`config.mk`:
```
export PLATFORM = sky130hd
export DESIGN_NAME = nvbac_top
export DESIGN_NICKNAME = d
export VERILOG_FILES = /design/src/rtl/nvbac_pkg.sv /design/src/rtl/nvbac_top.sv /design/src/rtl/nvbac_mem.sv /design/src/rtl/nvbac_unlock.sv
export VERILOG_INCLUDE_DIRS = /design/src /design/src/rtl
export SDC_FILE = /design/constraint.sdc
export NUM_CORES = 1
export LEC_CHECK = 0
export BUFFER_PORTS_ARGS = -buffer_cell sky130_fd_sc_hd__buf_2
export CORE_AREA = 2 2 257 259
export CTS_BUF_LIST = sky130_fd_sc_hd__clkbuf_16
export DETAILED_ROUTE_END_ITERATION = 12
export DIE_AREA = 0 0 259 261
export SLEW_MARGIN = 25
export SYNTH_ARGS = -nofsm -noshare
export SYNTH_HDL_FRONTEND = slang
export SYNTH_SLANG_ARGS = --single-unit
```
`constraint.sdc`:
```
create_clock -name i_clock -period 5 [get_ports i_clock]
set_input_delay 0.5 -clock i_clock [delete_from_list [all_inputs] [get_ports i_clock]]
set_output_delay 0.5 -clock i_clock [all_outputs]
set_load 0.05 [all_outputs]
```
`src/rtl/nvbac_defines.svh`:
```
// Register offsets, field positions, unlock values and timing counts
`ifndef NVBAC_DEFINES_SVH
`define NVBAC_DEFINES_SVH
`define NVBAC_OFS_DATA      8'h08
`define NVBAC_OFS_LOC       8'h09
`define NVBAC_OFS_CTRL      8'h88
`define NVBAC_OFS_UNLOCK    8'h89
`define NVBAC_BIT_FETCH     0
`define NVBAC_BIT_STORE     1
`define NVBAC_BIT_PERMIT    2
`define NVBAC_BIT_FAULT     3
`define NVBAC_BIT_DONE      4
`define NVBAC_IRQC_GIE      7
`define NVBAC_IRQC_DONE_EN  6
`define NVBAC_UNLOCK_FIRST  8'h55
`define NVBAC_UNLOCK_SECOND 8'hAA
`define NVBAC_CTRL_RESET    8'h00
`define NVBAC_STORE_TIME_NS 2000
`define NVBAC_CLK_PERIOD_NS 25
`define NVBAC_STORE_CYCLES  ((`NVBAC_STORE_TIME_NS + `NVBAC_CLK_PERIOD_NS - 1) / `NVBAC_CLK_PERIOD_NS)
`endif

```
`src/rtl/nvbac_pkg.sv`:
```
// Types shared by the non-volatile byte access controller
package nvbac_pkg;
    typedef struct packed {
        logic       wr;
        logic       rd;
        logic [7:0] addr;
        logic [7:0] wdata;
    } nvbac_bus_req_t;

    typedef struct packed {
        logic       rd;
        logic       wr;
        logic [5:0] loc;
        logic [7:0] wdata;
    } nvbac_mem_req_t;

    typedef enum logic [1:0] {
        NVBAC_UL_IDLE,
        NVBAC_UL_FIRST,
        NVBAC_UL_ARMED
    } nvbac_unlock_t;
endpackage

```
`src/rtl/nvbac_top.sv`:
```
// Non-volatile data byte access controller: registers, read, guarded write
//
// What this block does
// - Setting fetch bit loads addressed byte into data register two cycles later.
// - Data register holds fetched byte until next read or software write.
// - Store starts only after 55h, AAh to unlock, then store go bit.
// - Store go bit cannot be set unless store permit bit is set.
// - Hardware never clears the store permit bit.
// - Clearing permit during a running store does not affect it.
// - On store completion, go bit clears and done flag sets.
// - Done flag stays set until software clears it.
// - Control register resets to zero except fault flag.
// - Location and data registers keep contents across non-power-on resets.
// - Done interrupt gated by its enable bit 6 and global enable.
// - Done flag sets regardless of either interrupt enable.
`timescale 1ns/1ps
module nvbac_top
    import nvbac_pkg::*;
(
    // Clock and resets
    input  wire logic       i_clock,
    input  wire logic       i_rst,
    input  wire logic       i_por,
    // Register port from the core
    input  wire logic       i_reg_wr,
    input  wire logic       i_reg_rd,
    input  wire logic [7:0] i_reg_addr,
    input  wire logic [7:0] i_reg_wdata,
    output logic [7:0]      o_reg_rdata,
    // Interrupt control register bits held by the core
    input  wire logic       i_global_irq_enable,
    input  wire logic       i_store_done_irq_enable,
    // Status
    output logic            o_store_busy,
    output logic            o_store_done_irq
);
`include "nvbac_defines.svh"
    localparam logic [15:0] STORE_CYC = 16'(`NVBAC_STORE_CYCLES);

    // Bus side and memory side
    nvbac_bus_req_t req;
    nvbac_mem_req_t mem_req;
    logic [7:0]     mem_rdata;
    logic           armed;

    // Register state
    logic [7:0]  loc_q, loc_d;
    logic [7:0]  byte_q, byte_d;
    logic        permit_q, permit_d;
    logic        store_q, store_d;
    logic        done_q, done_d;
    logic        fault_q, fault_d;
    logic        fetch_pend_q, fetch_pend_d;
    logic [15:0] cnt_q, cnt_d;
    logic [7:0]  rdata_q, rdata_d;
    logic        irq_q, irq_d;
    logic        store_seen_q;

    // Decode and sequencing strobes
    logic wr_ctrl, wr_data, wr_loc, go_req, start, finish;

    assign req = '{wr: i_reg_wr, rd: i_reg_rd, addr: i_reg_addr, wdata: i_reg_wdata};

    // Register write decode
    always_comb begin
        wr_ctrl = 1'b0;
        wr_data = 1'b0;
        wr_loc  = 1'b0;
        if (!i_reg_wr) begin
            wr_ctrl = 1'b0;
        end else if (i_reg_addr == `NVBAC_OFS_CTRL) begin
            wr_ctrl = 1'b1;
        end else if (i_reg_addr == `NVBAC_OFS_DATA) begin
            wr_data = 1'b1;
        end else if (i_reg_addr == `NVBAC_OFS_LOC) begin
            wr_loc = 1'b1;
        end
    end

    // Go request needs permit already set, unlock armed, and no store running
    assign go_req = wr_ctrl && i_reg_wdata[`NVBAC_BIT_STORE] && !store_q;
    assign start  = go_req && permit_q && armed;
    assign finish = store_q && (cnt_q == 16'h0001);

    nvbac_unlock i_nvbac_unlock (
        .i_clock   (i_clock),
        .i_rst     (i_rst),
        .i_req     (req),
        .i_consume (wr_ctrl && armed),
        .o_armed   (armed)
    );

    // Memory strobes: read on fetch, program one byte at the end of the cycle
    always_comb begin
        mem_req.rd    = wr_ctrl && i_reg_wdata[`NVBAC_BIT_FETCH] && !store_q && !start;
        mem_req.wr    = finish;
        mem_req.loc   = loc_q[5:0];
        mem_req.wdata = byte_q;
    end

    nvbac_mem i_nvbac_mem (
        .i_clock (i_clock),
        .i_req   (mem_req),
        .o_rdata (mem_rdata)
    );

    // Control and data next state
    always_comb begin
        loc_d        = loc_q;
        byte_d       = byte_q;
        permit_d     = permit_q;
        store_d      = store_q;
        done_d       = done_q;
        fault_d      = fault_q;
        fetch_pend_d = mem_req.rd;
        cnt_d        = cnt_q;
        if (wr_loc && !store_q) begin
            loc_d = i_reg_wdata; // Location frozen while a store runs
        end
        if (fetch_pend_q) begin
            byte_d = mem_rdata;
        end else if (wr_data && !store_q) begin
            byte_d = i_reg_wdata;
        end
        if (wr_ctrl) begin
            permit_d = i_reg_wdata[`NVBAC_BIT_PERMIT];
            fault_d  = fault_q & i_reg_wdata[`NVBAC_BIT_FAULT];
            done_d   = done_q & i_reg_wdata[`NVBAC_BIT_DONE];
        end
        if (start) begin
            store_d = 1'b1;
            cnt_d   = STORE_CYC;
        end else if (store_q) begin
            cnt_d = cnt_q - 16'h0001; // Permit is not looked at here
            if (finish) begin
                store_d = 1'b0;
            end
        end
        // Completion wins over a simultaneous software clear
        if (finish) begin
            done_d = 1'b1;
        end
    end

    // Read mux, registered
    always_comb begin
        rdata_d = rdata_q;
        if (!i_reg_rd) begin
            rdata_d = rdata_q;
        end else if (i_reg_addr == `NVBAC_OFS_DATA) begin
            rdata_d = byte_q;
        end else if (i_reg_addr == `NVBAC_OFS_LOC) begin
            rdata_d = loc_q;
        end else if (i_reg_addr == `NVBAC_OFS_CTRL) begin
            rdata_d = {3'b000, done_q, fault_q, permit_q, store_q, 1'b0};
        end else begin
            rdata_d = 8'h00; // Unlock register and unmapped read zero
        end
        irq_d = done_d && i_store_done_irq_enable && i_global_irq_enable;
    end

    // Control register: cleared by i_rst only (i_por alone leaves it), fault kept on warm reset
    always_ff @(posedge i_clock or posedge i_rst) begin
        if (i_rst) begin
            permit_q     <= 1'b0;
            store_q      <= 1'b0;
            done_q       <= 1'b0;
            fetch_pend_q <= 1'b0;
            cnt_q        <= 16'h0000;
            rdata_q      <= `NVBAC_CTRL_RESET;
            irq_q        <= 1'b0;
        end else begin
            permit_q     <= permit_d;
            store_q      <= store_d;
            done_q       <= done_d;
            fetch_pend_q <= fetch_pend_d;
            cnt_q        <= cnt_d;
            rdata_q      <= rdata_d;
            irq_q        <= irq_d;
        end
    end

    // Fault flag is condition dependent: only power-on or a software zero clears it. Reset kills the
    // go bit at once, so the running store is remembered one edge back.
    always_ff @(posedge i_clock or posedge i_por) begin
        if (i_por) begin
            fault_q      <= 1'b0;
            store_seen_q <= 1'b0;
        end else begin
            fault_q      <= (i_rst && store_seen_q) ? 1'b1 : fault_d;
            store_seen_q <= store_q && !finish;
        end
    end

    // Location and data survive warm resets; power-on gives a known zero, one
    // legal choice for unknown, so no unknown reaches the array strobes
    always_ff @(posedge i_clock or posedge i_por) begin
        if (i_por) begin
            loc_q  <= 8'h00;
            byte_q <= 8'h00;
        end else if (!i_rst) begin
            loc_q  <= loc_d;
            byte_q <= byte_d;
        end
    end

    assign o_reg_rdata      = rdata_q;
    assign o_store_busy     = store_q;
    assign o_store_done_irq = irq_q;

    // Checks kept beside the register logic; all run on the one clock
    // Fetched byte lands in the data register two edges after the strobe
    AST_FETCH_NEXT: assert property (@(posedge i_clock) disable iff (i_rst)
        mem_req.rd |-> ##2 (byte_q == $past(mem_rdata)))
        else $error("Fetched byte not loaded");

    // Data register only moves on a fetch or a software write
    AST_DATA_HOLD: assert property (@(posedge i_clock) disable iff (i_rst)
        (!fetch_pend_q && !wr_data) |=> $stable(byte_q))
        else $error("Data register changed without cause");

    // Location and data stay frozen while the array is being programmed
    AST_STORE_FREEZE: assert property (@(posedge i_clock) disable iff (i_rst)
        store_q |=> ($stable(loc_q) && $stable(byte_q)))
        else $error("Location or data moved during a store");

    // A go bit without the unlock sequence is ignored
    AST_GO_NEEDS_ARM: assert property (@(posedge i_clock) disable iff (i_rst)
        (go_req && !armed) |=> !store_q)
        else $error("Store began without unlock");

    // The unlock register is write only and reads as zero
    AST_UNLOCK_READS_ZERO: assert property (@(posedge i_clock) disable iff (i_rst)
        (i_reg_rd && i_reg_addr == `NVBAC_OFS_UNLOCK) |=> (o_reg_rdata == 8'h00))
        else $error("Unlock register read not zero");

    // Permit must already be set when the go bit is written
    AST_NO_PERMIT_NO_GO: assert property (@(posedge i_clock) disable iff (i_rst)
        (go_req && !permit_q) |=> !store_q)
        else $error("Store began without permit");

    // Hardware never touches the permit bit
    AST_PERMIT_SW_ONLY: assert property (@(posedge i_clock) disable iff (i_rst)
        !wr_ctrl |=> $stable(permit_q))
        else $error("Permit changed without write");

    // A started store keeps running for its first cycles
    AST_STORE_RUNS: assert property (@(posedge i_clock) disable iff (i_rst)
        start |=> store_q [*8])
        else $error("Store cycle aborted early");

    // The programming time is loaded whole at the start
    AST_STORE_LOAD: assert property (@(posedge i_clock) disable iff (i_rst)
        start |=> (cnt_q == STORE_CYC))
        else $error("Store counter not loaded");

    // Only the end of the count can stop a running store
    AST_STORE_TO_END: assert property (@(posedge i_clock) disable iff (i_rst)
        (store_q && !finish) |=> store_q)
        else $error("Store stopped before its end");

    // Completion clears go and raises done
    AST_DONE_ON_FINISH: assert property (@(posedge i_clock) disable iff (i_rst)
        finish |=> (done_q && !store_q))
        else $error("Completion not flagged");

    // Done stays set until software writes the control register
    AST_DONE_STICKY: assert property (@(posedge i_clock) disable iff (i_rst)
        (done_q && !wr_ctrl) |=> done_q)
        else $error("Done flag cleared by itself");

    // Writing zero to the done bit clears it when no completion coincides
    AST_DONE_CLEAR: assert property (@(posedge i_clock) disable iff (i_rst)
        (done_q && wr_ctrl && !i_reg_wdata[`NVBAC_BIT_DONE] && !finish) |=> !done_q)
        else $error("Done flag not cleared by software");

    // Unused control bits and the fetch bit read as zero
    AST_CTRL_LAYOUT: assert property (@(posedge i_clock) disable iff (i_rst)
        (i_reg_rd && i_reg_addr == `NVBAC_OFS_CTRL)
        |=> (o_reg_rdata[7:5] == 3'b000 && !o_reg_rdata[0]))
        else $error("Control register layout wrong");

    // Interrupt needs the flag and the global enable
    AST_IRQ_GATE: assert property (@(posedge i_clock) disable iff (i_rst)
        o_store_done_irq |-> (done_q && $past(i_global_irq_enable)))
        else $error("Interrupt without flag or enable");

    // Interrupt also needs its own enable bit
    AST_IRQ_NEEDS_EN: assert property (@(posedge i_clock) disable iff (i_rst)
        o_store_done_irq |-> $past(i_store_done_irq_enable))
        else $error("Interrupt without its own enable");

    // Flag and both enables raise the interrupt on the next edge
    AST_IRQ_RAISE: assert property (@(posedge i_clock) disable iff (i_rst)
        (done_q && !wr_ctrl && i_global_irq_enable && i_store_done_irq_enable)
        |=> o_store_done_irq)
        else $error("Interrupt missing with flag and enables");

    // Done sets on completion even with the interrupt masked
    AST_DONE_UNMASKED: assert property (@(posedge i_clock) disable iff (i_rst)
        (finish && !(i_global_irq_enable && i_store_done_irq_enable)) |=> done_q)
        else $error("Done flag gated by interrupt enables");
endmodule

```
`src/rtl/nvbac_mem.sv`:
```
// Non-volatile byte array model: 64 bytes, registered read data
`timescale 1ns/1ps
module nvbac_mem
    import nvbac_pkg::*;
(
    // Clock
    input  wire logic           i_clock,
    // Access
    input  wire nvbac_mem_req_t i_req,
    output logic [7:0]          o_rdata
);
    logic [7:0] cells_q [0:63];
    logic [7:0] rdata_q;

    // Array has no reset: contents persist like real storage cells
    always_ff @(posedge i_clock) begin
        if (i_req.wr) begin
            cells_q[i_req.loc] <= i_req.wdata;
        end
        if (i_req.rd) begin
            rdata_q <= cells_q[i_req.loc];
        end
    end

    assign o_rdata = rdata_q;
endmodule

```
`src/rtl/nvbac_unlock.sv`:
```
// Unlock sequence detector: 55h then AAh on consecutive register writes
`timescale 1ns/1ps
module nvbac_unlock
    import nvbac_pkg::*;
(
    // Clock and reset
    input  wire logic           i_clock,
    input  wire logic           i_rst,
    // Register writes
    input  wire nvbac_bus_req_t i_req,
    input  wire logic           i_consume,
    // Status
    output logic                o_armed
);
`include "nvbac_defines.svh"
    nvbac_unlock_t state_q;
    nvbac_unlock_t state_d;

    // Any write other than the exact next step restarts the sequence
    always_comb begin
        state_d = state_q;
        if (i_consume) begin
            state_d = NVBAC_UL_IDLE;
        end else if (i_req.wr) begin
            case (state_q)
                NVBAC_UL_IDLE: begin
                    if (i_req.addr == `NVBAC_OFS_UNLOCK
                        && i_req.wdata == `NVBAC_UNLOCK_FIRST) begin
                        state_d = NVBAC_UL_FIRST;
                    end
                end
                NVBAC_UL_FIRST: begin
                    if (i_req.addr == `NVBAC_OFS_UNLOCK
                        && i_req.wdata == `NVBAC_UNLOCK_SECOND) begin
                        state_d = NVBAC_UL_ARMED;
                    end else if (i_req.addr == `NVBAC_OFS_UNLOCK
                        && i_req.wdata == `NVBAC_UNLOCK_FIRST) begin
                        state_d = NVBAC_UL_FIRST;
                    end else begin
                        state_d = NVBAC_UL_IDLE;
                    end
                end
                default: begin
                    state_d = NVBAC_UL_IDLE;
                end
            endcase
        end
    end

    // State register
    always_ff @(posedge i_clock or posedge i_rst) begin
        if (i_rst) begin
            state_q <= NVBAC_UL_IDLE;
        end else begin
            state_q <= state_d;
        end
    end

    assign o_armed = (state_q == NVBAC_UL_ARMED);

    AST_UL_ARM_NEEDS_AA: assert property (@(posedge i_clock) disable iff (i_rst)
        (state_q != NVBAC_UL_ARMED) ##1 (state_q == NVBAC_UL_ARMED)
        |-> $past(i_req.wdata) == `NVBAC_UNLOCK_SECOND)
        else $error("Unlock armed without second value");
endmodule

```
==> results of run 1 <==
-- through the flow --
step | cell area [µm²] | util
2_1_floorplan | 22500 | -
3_3_place_gp | 23600 | 0.363
3_5_place_dp | 23600 | 0.363
4_1_cts | 25400 | 0.390
5_1_grt | 25400 | 0.390
6_report | 25400 | 0.390
-- cell type report --
class | count | area (µm²) | area share
inverters | 13 | 48.8 | 0.00192
well taps | 864 | 1080 | 0.0426
clock buffers | 59 | 1480 | 0.0582
multi-input cells | 678 | 5300 | 0.209
flip-flops and latches | 569 | 16900 | 0.664
clock inverters | 46 | 293 | 0.0115
diodes | 1 | 2.50 | 0.0000986
repair buffers | 53 | 330 | 0.0130
-- registers in the layout (all words and copies together) (netlist names), 2 cells and up --
signal,count
o_reg_rdata,8
byte_q,8
i_nvbac_mem.cells_q,512
i_nvbac_mem.o_rdata,8
i_nvbac_unlock.state_q,2
loc_q,8
cnt_q,16
-- logic make-up after synthesis --
family          after synthesis  share of synthesized area
fa+ha+maj                     2                    0.00111
simple gates                260                     0.0582
compound gates              231                     0.0734
mux                         170                     0.0953
xor+xnor                     15                    0.00583
buf+inv                      95                     0.0189
flops                       569                      0.747
-- layer usage --
| layer | up-vias | routed length [µm] | track usage |
|---|---|---|---|
| met5 | - | 0 | 0 |
| met4 | 0 | 1760 | 0.0576 |
| met3 | 87 | 3980 | 0.0328 |
| met2 | 464 | 26000 | 0.257 |
| met1 | 6277 | 22800 | 0.216 |
| li1 | 5399 | - | - |
-- critical path, delay by kind of cell, from the launching register on --
kind,cells,cell delay (ps)
simple gates,3,2380
flops,1,870
-- path summary, 6_finish.rpt --
path	slack (ps)	to	cells after the start	from
max	1330	i_nvbac_mem.cells_q[7][5]	3	loc_q[0]
min	10	fault_q	2	i_por
max reg2reg	1330	i_nvbac_mem.cells_q[7][5]	3	loc_q[0]
min reg2reg	460	fault_q	2	store_seen_q
max in group asynchronous	4420	loc_q[1]	2	i_por
min in group i_clock	120	i_nvbac_unlock.state_q[0]	2	i_reg_wr
-- synthesized netlist by cell type, types with 27 or more instances --
| master | number |
|---|---|
| dfrtp_1 | 49 |
| buf_2 | 28 |
| a21oi_1 | 28 |
| edfxtp_1 | 520 |
| clkbuf_1 | 39 |
| nand2_1 | 40 |
| nor2_1 | 98 |
| mux2_2 | 27 |
| o22ai_1 | 61 |
| mux4_2 | 33 |
| mux2i_1 | 110 |
| a22o_1 | 56 |
-- report_power, final --
| group | total, mW | internal, mW | leakage, nW | switching [mW] |
|---|---|---|---|---|
| logic | 0.257 | 0.0854 | 1.86 | 0.172 |
| registers | 5.22 | 5.19 | 5.16 | 0.0386 |
| clock network | 4.04 | 2.28 | 0.909 | 1.76 |
| total | 9.52 | 7.55 | 7.93 | 1.97 |
==> impl_metrics.env, run 1 <==
export IMPL_avgViaCountPerCell=5.36
export IMPL_drv_slew=0
export IMPL_fmax_mhz=272
export IMPL_synth_warnings=0
export IMPL_htree_levels=2
export IMPL_syn_area_per_cell_um2=16.8
export IMPL_grt_start_max_net_pins=67
export IMPL_mappedNetlistArea_mm2=0.0225
export IMPL_synth_edf_count=520
export IMPL_cp_start_kind="flip-flop"
export IMPL_crit_required_ps=5230
export IMPL_instances_no_fill=2283
export IMPL_antenna_found_initial=1
export IMPL_dp_cells=2177
export IMPL_critPathSlowestCell="dfrtp_4"
export IMPL_grt_pass1_wl_um=80300
export IMPL_finClkSkew_ps=27.3
export IMPL_portBuffers=32
export IMPL_powerDensity_mw_per_mm2=375
export IMPL_period_share=0.735
export IMPL_syn_num_nets=1367
export IMPL_dieArea_mm2=0.0676
export IMPL_peakVddDrop_mv=0.263
export IMPL_dr_pass1_iters=5
export IMPL_cts_max_path_buffers=3
export IMPL_cts_root_buf="clkbuf_16"
export IMPL_dp_slack_ps=1330
export IMPL_final_cell_mix="edfxtp_1 (520), mux2i_1 (110), nor2_1 (97), o22ai_1 (61), clkbuf_16 (59)"
export IMPL_ctsHoldBuffers=0
export IMPL_post_cts_buffers=0
export IMPL_ctsResizeCount=0
export IMPL_setup_violations=0
export IMPL_endpoint_kind="flip-flop"
export IMPL_num_io_pins=33
export IMPL_wirelength_um=54400
export IMPL_post_drt_wl_per_cell_um=23.8
export IMPL_slowest_delay_ps=870
export IMPL_die_h_um=261
export IMPL_yosysSeqAreaShare=0.747
export IMPL_initial_core_util=0.347
export IMPL_syn_inst=1342
export IMPL_yosysUniqueCellTypes=55
export IMPL_die_w_um=259
export IMPL_path_cells="and2_1 > nand3_1 > nor2_1"
export IMPL_clk_pin_slew_worst_paths_ps=60
export IMPL_hold_viol_final=0
export IMPL_clk_latency_ps=620
export IMPL_p_leak_nw=7.93
export IMPL_synth_top_cell_area_share=0.693
export IMPL_syn2layout_area_growth_pct=12.7
export IMPL_coreArea_mm2=0.0650
export IMPL_gp_congestion=0.842
export IMPL_maxSlewHeadroom=0.381
export IMPL_drt_iter0_drc=1167
export IMPL_crit_type="reg2reg"
export IMPL_rsz0062_at_grt="no"
export IMPL_grt_ovfl_total=0
export IMPL_ys_ff_latch=569
export IMPL_numCtsBuffers=58
export IMPL_layout_drive_gt1_share=0.163
export IMPL_drc_errors=0
export IMPL_postRouteAntennaNets=0
export IMPL_dp_final_hpwl_um=33200
export IMPL_grt_util_all_layers=0.160
export IMPL_fillers=5924
export IMPL_nets=1398
export IMPL_vias=12200
export IMPL_synthTopCellsByArea="edfxtp_1 (69%), dfrtp_1 (5.4%), mux2i_1 (4.9%), mux4_2 (3.3%), a22o_1 (2.2%)"
export IMPL_cp_data_arrival_time_ps=3900
export IMPL_whs_ps=14.1
export IMPL_drv_cap=0
export IMPL_crit_path_max_fanout=42
export IMPL_fin_tns_setup_ps=0
export IMPL_cts_sinks=569
export IMPL_rows=94
export IMPL_final_min_clock_period_ps=3670
export IMPL_final_common_cell="edfxtp_1"
export IMPL_hold_path_class="in2async"
export IMPL_async_flop_share=0.0861
export IMPL_total_power_mw=9.52
export IMPL_cts_tree="done"
export IMPL_worst_slew_pin_slew_ps=928
export IMPL_yosys_area_top_type="edfxtp_1"
export IMPL_setup_slack_ps=1330
export IMPL_synth_ff_type="edfxtp_1"
export IMPL_grt_pass1_vias=12200
export IMPL_status="finished clean"
Note: power is estimated with default switching activity, not from simulation.
==> inputs of run 2 (changes only) <==
--- a/config.mk
+++ b/config.mk
@@ -6,11 +6,12 @@
 export SDC_FILE = /design/constraint.sdc
 export NUM_CORES = 1
 export LEC_CHECK = 0
+export ABC_AREA = 1
 export BUFFER_PORTS_ARGS = -buffer_cell sky130_fd_sc_hd__buf_2
-export CORE_AREA = 2 2 257 259
+export CORE_AREA = 2 2 271 273
 export CTS_BUF_LIST = sky130_fd_sc_hd__clkbuf_16
 export DETAILED_ROUTE_END_ITERATION = 12
-export DIE_AREA = 0 0 259 261
+export DIE_AREA = 0 0 273 275
 export SLEW_MARGIN = 25
 export SYNTH_ARGS = -nofsm -noshare
 export SYNTH_HDL_FRONTEND = slang
==> constraint.sdc (replaced) <==
create_clock -name i_clock -period 3.05 [get_ports i_clock]
set_input_delay 0.305 -clock i_clock [delete_from_list [all_inputs] [get_ports i_clock]]
set_output_delay 0.305 -clock i_clock [all_outputs]
set_load 0.05 [all_outputs]
==> run 2 against run 1 <==
Setup slack lost 1000 ps. Non-clock buffer count grew 86. Global-route usage grew 0.79 points. First-iteration DRC count grew 34%. Worst hold slack gained 19 ps.
==> impl_metrics.env, run 2 <==
export IMPL_synth_edf_count=520
export IMPL_wirelength_met1_um=28000
export IMPL_yosys_area_top_type="edfxtp_1"
export IMPL_cts_root_buf="clkbuf_16"
export IMPL_hold_path_class="in2reg"
export IMPL_antenna_cells=0
export IMPL_layout_drive_gt1_share=0.0974
export IMPL_dr_pass1_iters=5
export IMPL_cts_tree="done"
export IMPL_postRouteAntennaNets=0
export IMPL_ys_top_cells_by_count="nand2_1 (727), inv_1 (523), edfxtp_1 (520), nand3_1 (255), nor2_1 (153)"
export IMPL_setup_violations=0
export IMPL_finClkSkew_ps=18.9
export IMPL_crit_path_max_fanout=77
export IMPL_gp_congestion=0.860
export IMPL_final_min_clock_period_ps=2740
export IMPL_rows=99
export IMPL_die_h_um=275
export IMPL_nets=2656
export IMPL_avgViaCountPerCell=4.61
export IMPL_num_io_pins=33
export IMPL_htree_levels=2
export IMPL_vias=16800
export IMPL_ys_ff_latch=569
export IMPL_grt_start_max_net_pins=86
export IMPL_drt_iter0_drc=1566
export IMPL_dieArea_mm2=0.0751
export IMPL_yosysMostFrequentCell="nand2_1"
export IMPL_drv_slew=0
export IMPL_whs_ps=32.7
export IMPL_ff_latch_area_mm2=0.0169
export IMPL_cts_sinks=569
export IMPL_cp_data_arrival_time_ps=3100
export IMPL_max_flop_register="i_nvbac_mem.cells_q"
export IMPL_fin_tns_setup_ps=0
export IMPL_peakVddDrop_mv=0.513
export IMPL_synth_ff_type="edfxtp_1"
export IMPL_final_cell_mix="nand2_1 (727), inv_1 (537), edfxtp_1 (520), nand3_1 (255), nor2_1 (150)"
export IMPL_grt_util_all_layers=0.168
export IMPL_synthTopCellsByArea="edfxtp_1 (62%), nand2_1 (11%), inv_1 (7.9%), nand3_1 (5.1%), dfrtp_1 (4.9%)"
export IMPL_grt_ovfl_total=0
export IMPL_crit_required_ps=3420
export IMPL_dr_max_layer_used="met4"
export IMPL_fillers=7042
export IMPL_clk_latency_ps=630
export IMPL_cts_max_path_buffers=3
export IMPL_synth_warnings=0
export IMPL_design_area_mm2=0.0288
export IMPL_portBuffers=32
export IMPL_status="finished clean"
export IMPL_synth_top_cell_area_share=0.624
export IMPL_post_drt_wl_per_cell_um=17.2
export IMPL_setup_slack_ps=311
export IMPL_dp_slack_ps=353
export IMPL_maxSlewHeadroom=0.355
export IMPL_largest_reg_flops=512
export IMPL_antenna_found_initial=1
export IMPL_grt_pass1_vias=15900
export IMPL_cp_start_kind="flip-flop"
export IMPL_syn_area_per_cell_um2=9.90
export IMPL_ctsResizeCount=0
export IMPL_syn_inst=2525
export IMPL_yosysUniqueCellTypes=27
export IMPL_wl_met3_um=3710
export IMPL_fmax_mhz=365
export IMPL_period_share=0.898
export IMPL_drc_errors=0
export IMPL_initial_core_util=0.346
export IMPL_largestRegisters="i_nvbac_mem.cells_q: 512 flops, cnt_q: 16 flops"
export IMPL_syn_num_nets=2550
export IMPL_p_leak_nw=12.6
export IMPL_rsz0062_at_grt="no"
export IMPL_syn2layout_area_growth_pct=15.1
export IMPL_place_area_mm2=0.0268
export IMPL_clk_pin_slew_worst_paths_ps=60
export IMPL_route_met2_wl_um=29100
export IMPL_final_common_cell="nand2_1"
export IMPL_numCtsBuffers=59
export IMPL_wirelength_um=62600
export IMPL_die_w_um=273
export IMPL_powerDensity_mw_per_mm2=540
export IMPL_mappedNetlistArea_mm2=0.0250
export IMPL_worst_slew_pin_slew_ps=968
export IMPL_grt_pass1_wl_um=96500
export IMPL_hold_viol_final=0
export IMPL_multi_input_area_mm2=0.00577
export IMPL_dp_final_hpwl_um=38500
export IMPL_coreArea_mm2=0.0723
export IMPL_crit_type="reg2reg"
export IMPL_endpoint_kind="flip-flop"
export IMPL_yosysSeqAreaShare=0.674
export IMPL_drv_cap=0
export IMPL_async_flop_share=0.0861
## run 2: cell type report
type	instances	share of cell area
clock inverters	49	0.0132
multi-input cells	1338	0.200
well taps	959	0.0417
inverters	524	0.0685
clock buffers	60	0.0522
flip-flops and latches	569	0.585
repair buffers	139	0.0387
## run 2: path summary, 6_finish.rpt
kind / start / endpoint / slack [ps] / cells after the start
max in group asynchronous: i_por / loc_q[0] / 2090 / 3
min reg2reg: store_seen_q / fault_q / 460 / 2
max: loc_q[0] / i_nvbac_mem.o_rdata[6] / 310 / 9
max reg2reg: loc_q[0] / i_nvbac_mem.o_rdata[6] / 310 / 9
min: i_reg_wdata[6] / loc_q[6] / 30 / 3
min in group asynchronous: i_rst / done_q / 370 / 4
## run 2: worst max-delay path, stage by stage, from the launching register on
cell,delay [ps]
dfrtp_4,520
inv_6,330
buf_12,360
nand2_1,110
nand3_1,100
nand2_1,60
o21ai_0,390
nand2_1,190
nor2_1,250
nand2_1,80
## run 2: timing repair
action,CTS,global route
hold buffers,10,0
endpoints found under the hold margin,57,0
buffers inserted,0,0
## run 2: cells by family after synthesis
group	share of synthesized area
and+or+nand+nor	0.203
buffers and inverters	0.0970
DFF	0.674
AOI/OAI and AO/OA	0.0251
xor gates and xnor gates	0.000701
adders and majority gates	0.00100
## run 2: per-stage QoR
| step | std cells | power (mW) | utilization |
|---|---|---|---|
| final | 3638 | 15.6 | 0.398 |
| after global routing | 3638 | 16.0 | 0.398 |
| after CTS | 3638 | 15.7 | 0.398 |
| after detailed placement | 3519 | 8.66 | 0.371 |
| after global placement | 3519 | 8.66 | 0.371 |
| after floorplan | 2525 | 8.62 | - |
## run 2: where the power goes
group / internal [mW] / switching (mW)
Sequential: 8.40 / 0.00610
Combinational: 0.0327 / 0.0697
Clock: 4.05 / 3.00
Total: 12.5 / 3.08
## run 2: routing by layer
metal / global-route usage / vias to the layer above
met1: 0.235 / 7949
met5: 0 / -
li1: - / 8225
met4: 0.0502 / 0
met2: 0.273 / 496
met3: 0.0235 / 103
==> inputs of run 3 (changes only) <==
--- a/config.mk
+++ b/config.mk
@@ -7,7 +7,7 @@
 export NUM_CORES = 1
 export LEC_CHECK = 0
 export ABC_AREA = 1
-export BUFFER_PORTS_ARGS = -buffer_cell sky130_fd_sc_hd__buf_2
+export BUFFER_PORTS_ARGS = -buffer_cell sky130_fd_sc_hd__buf_4
 export CORE_AREA = 2 2 271 273
 export CTS_BUF_LIST = sky130_fd_sc_hd__clkbuf_16
 export DETAILED_ROUTE_END_ITERATION = 12
==> run 3 against run 2 <==
Clock-buffer cell count did not move. Register-to-register slack improved by 180 ps. Power rose by 0.19%. Sequential power barely moved. Largest cell class unchanged. Highest routed layer unchanged. Die area did not move.
==> impl_metrics.env, run 3 (synthesis results as in run 2) <==
export IMPL_path_delay_family="buffers and inverters"
export IMPL_antenna_found_initial=0
export IMPL_finClkSkew_ps=25.5
export IMPL_r2r_slack_ps=490
export IMPL_p_leak_nw=12.7
export IMPL_status="finished clean"
export IMPL_slowest_delay_ps=560
export IMPL_cts_sinks=569
export IMPL_period_share=0.840
export IMPL_rsz0062_at_grt="no"
export IMPL_final_common_cell="nand2_1"
export IMPL_syn2layout_area_growth_pct=16.2
export IMPL_crit_path_max_fanout=48
export IMPL_cts_tree="done"
export IMPL_total_power_mw=15.6
export IMPL_worst_slew_pin_slew_ps=1010
export IMPL_fmax_mhz=390
export IMPL_gp_congestion=0.871
export IMPL_drv_slew=0
export IMPL_post_drt_wl_per_cell_um=17.2
export IMPL_place_area_mm2=0.0271
export IMPL_clk_latency_ps=640
export IMPL_layout_drive_gt1_share=0.104
export IMPL_final_min_clock_period_ps=2560
export IMPL_final_core_util=0.402
export IMPL_vias=17000
export IMPL_maxSlewHeadroom=0.325
export IMPL_largestRegisters="i_nvbac_mem.cells_q: 512 flops, cnt_q: 16 flops"
export IMPL_powerDensity_mw_per_mm2=536
export IMPL_grt_pass1_vias=16300
export IMPL_antenna_cells=0
export IMPL_endpoint_kind="flip-flop"
export IMPL_grt_ovfl_total=0
export IMPL_coreArea_mm2=0.0723
export IMPL_final_cell_mix="nand2_1 (727), inv_1 (529), edfxtp_1 (520), nand3_1 (255), nor2_1 (150)"
export IMPL_cts_root_buf="clkbuf_16"
export IMPL_largest_reg_flops=512
export IMPL_die_h_um=275
export IMPL_drv_cap=0
export IMPL_fin_tns_setup_ps=0
export IMPL_hold_viol_final=0
export IMPL_numCtsBuffers=60
export IMPL_dp_final_hpwl_um=38200
export IMPL_crit_required_ps=3440
export IMPL_drt_iter0_drc=1587
export IMPL_crit_type="reg2reg"
export IMPL_grt_pass1_wl_um=96900
export IMPL_rows=99
export IMPL_path_cells="inv_6 > buf_12 > buf_4 > nand2_1 > nand3_1 > nand2_1 > o21ai_0 > nand2_1 > nor2_1 > nand2_1"
export IMPL_ctsResizeCount=0
export IMPL_post_cts_buffers=0
export IMPL_cp_start_kind="flip-flop"
export IMPL_crit_buf_inv=3
export IMPL_num_io_pins=33
export IMPL_instances_no_fill=3653
export IMPL_postRouteAntennaNets=0
export IMPL_die_w_um=273
export IMPL_nets=2676
export IMPL_hold_path_class="in2reg"
export IMPL_cts_max_path_buffers=3
export IMPL_clk_pin_slew_worst_paths_ps=60
export IMPL_avgViaCountPerCell=4.66
export IMPL_critPathSlowestCell="dfrtp_4"
export IMPL_dp_cells=3536
export IMPL_setup_violations=0
export IMPL_initial_core_util=0.346
export IMPL_peakVddDrop_mv=0.494
export IMPL_cp_data_arrival_time_ps=2950
export IMPL_drc_errors=0
export IMPL_grt_util_all_layers=0.168
export IMPL_dieArea_mm2=0.0751
export IMPL_design_area_mm2=0.0291
export IMPL_cp_common_cell="nand2_1"
export IMPL_grt_start_max_net_pins=85
export IMPL_portBuffers=32
export IMPL_wirelength_um=62700
export IMPL_max_flop_register="i_nvbac_mem.cells_q"
export IMPL_htree_levels=2
export IMPL_dr_pass1_iters=6
run 3: changes by cell type in the layout (fill, tap and decap cells not counted):
cell,change
buf_2,-32
clkinv_1,+3
inv_6,-1
inv_1,-8
inv_16,+1
buf_4,+45
clkinv_2,+1
buf_12,+4
dlygate4sd3_1,+2
run 3: per-stage QoR:
| stage | setup slack, ps | hold slack [ps] |
|---|---|---|
| final | 487 | 40.1 |
| after global placement | 495 | 437 |
| after global routing | 295 | 43.6 |
| after CTS | 498 | 8.42 |
| after floorplan | 524 | 244 |
| after detailed placement | 506 | 441 |
run 3: worst paths after layout:
path                                                to      startpoint  depth (start not counted)
worst max-delay path            i_nvbac_mem.o_rdata[4]        loc_q[0]                         10
worst min-delay path                          loc_q[6]  i_reg_wdata[6]                          3
worst max register to register  i_nvbac_mem.o_rdata[4]        loc_q[0]                         10
worst min register to register                 fault_q    store_seen_q                          2
max in group asynchronous                     loc_q[0]           i_por                          3
min in group asynchronous                    byte_q[0]           i_por                          3
run 3: power breakdown:
part	switching (mW)	leakage (nW)	internal (mW)	total, mW
sequential	0.00681	6.70	8.40	8.41
combinational	0.0698	5.01	0.0450	0.115
clock	3.01	0.954	4.05	7.06
total	3.09	12.7	12.5	15.6
run 3: layer usage:
metal	vias up	global-route usage	part of all wire
met2	531	0.273	0.46
met3	97	0.0255	0.061
met4	0	0.0475	0.024
met5	-	0	0
li1	8272	-	-
met1	8133	0.235	0.45
run 3: area by class of cell:
class | instances | area [µm²]
Multi-Input combinational cell | 1338 | 5770
Timing Repair Buffer | 158 | 1390
Inverter | 524 | 1970
Fill cell | 6973 | 43300
Tap cell | 959 | 1200
Clock inverter | 45 | 377
Clock buffer | 60 | 1500
Sequential cell | 569 | 16900
run 3: worst min-delay path, cell delays in order:
cell and delay (ps):
buf_4 90, inv_1 80, o21ai_0 160
run 3: what timing repair did:
item                                   4_1_cts  5_1_grt
endpoints found under the hold margin       60        0
setup endpoints to repair                    0        0
hold buffers                                12        0
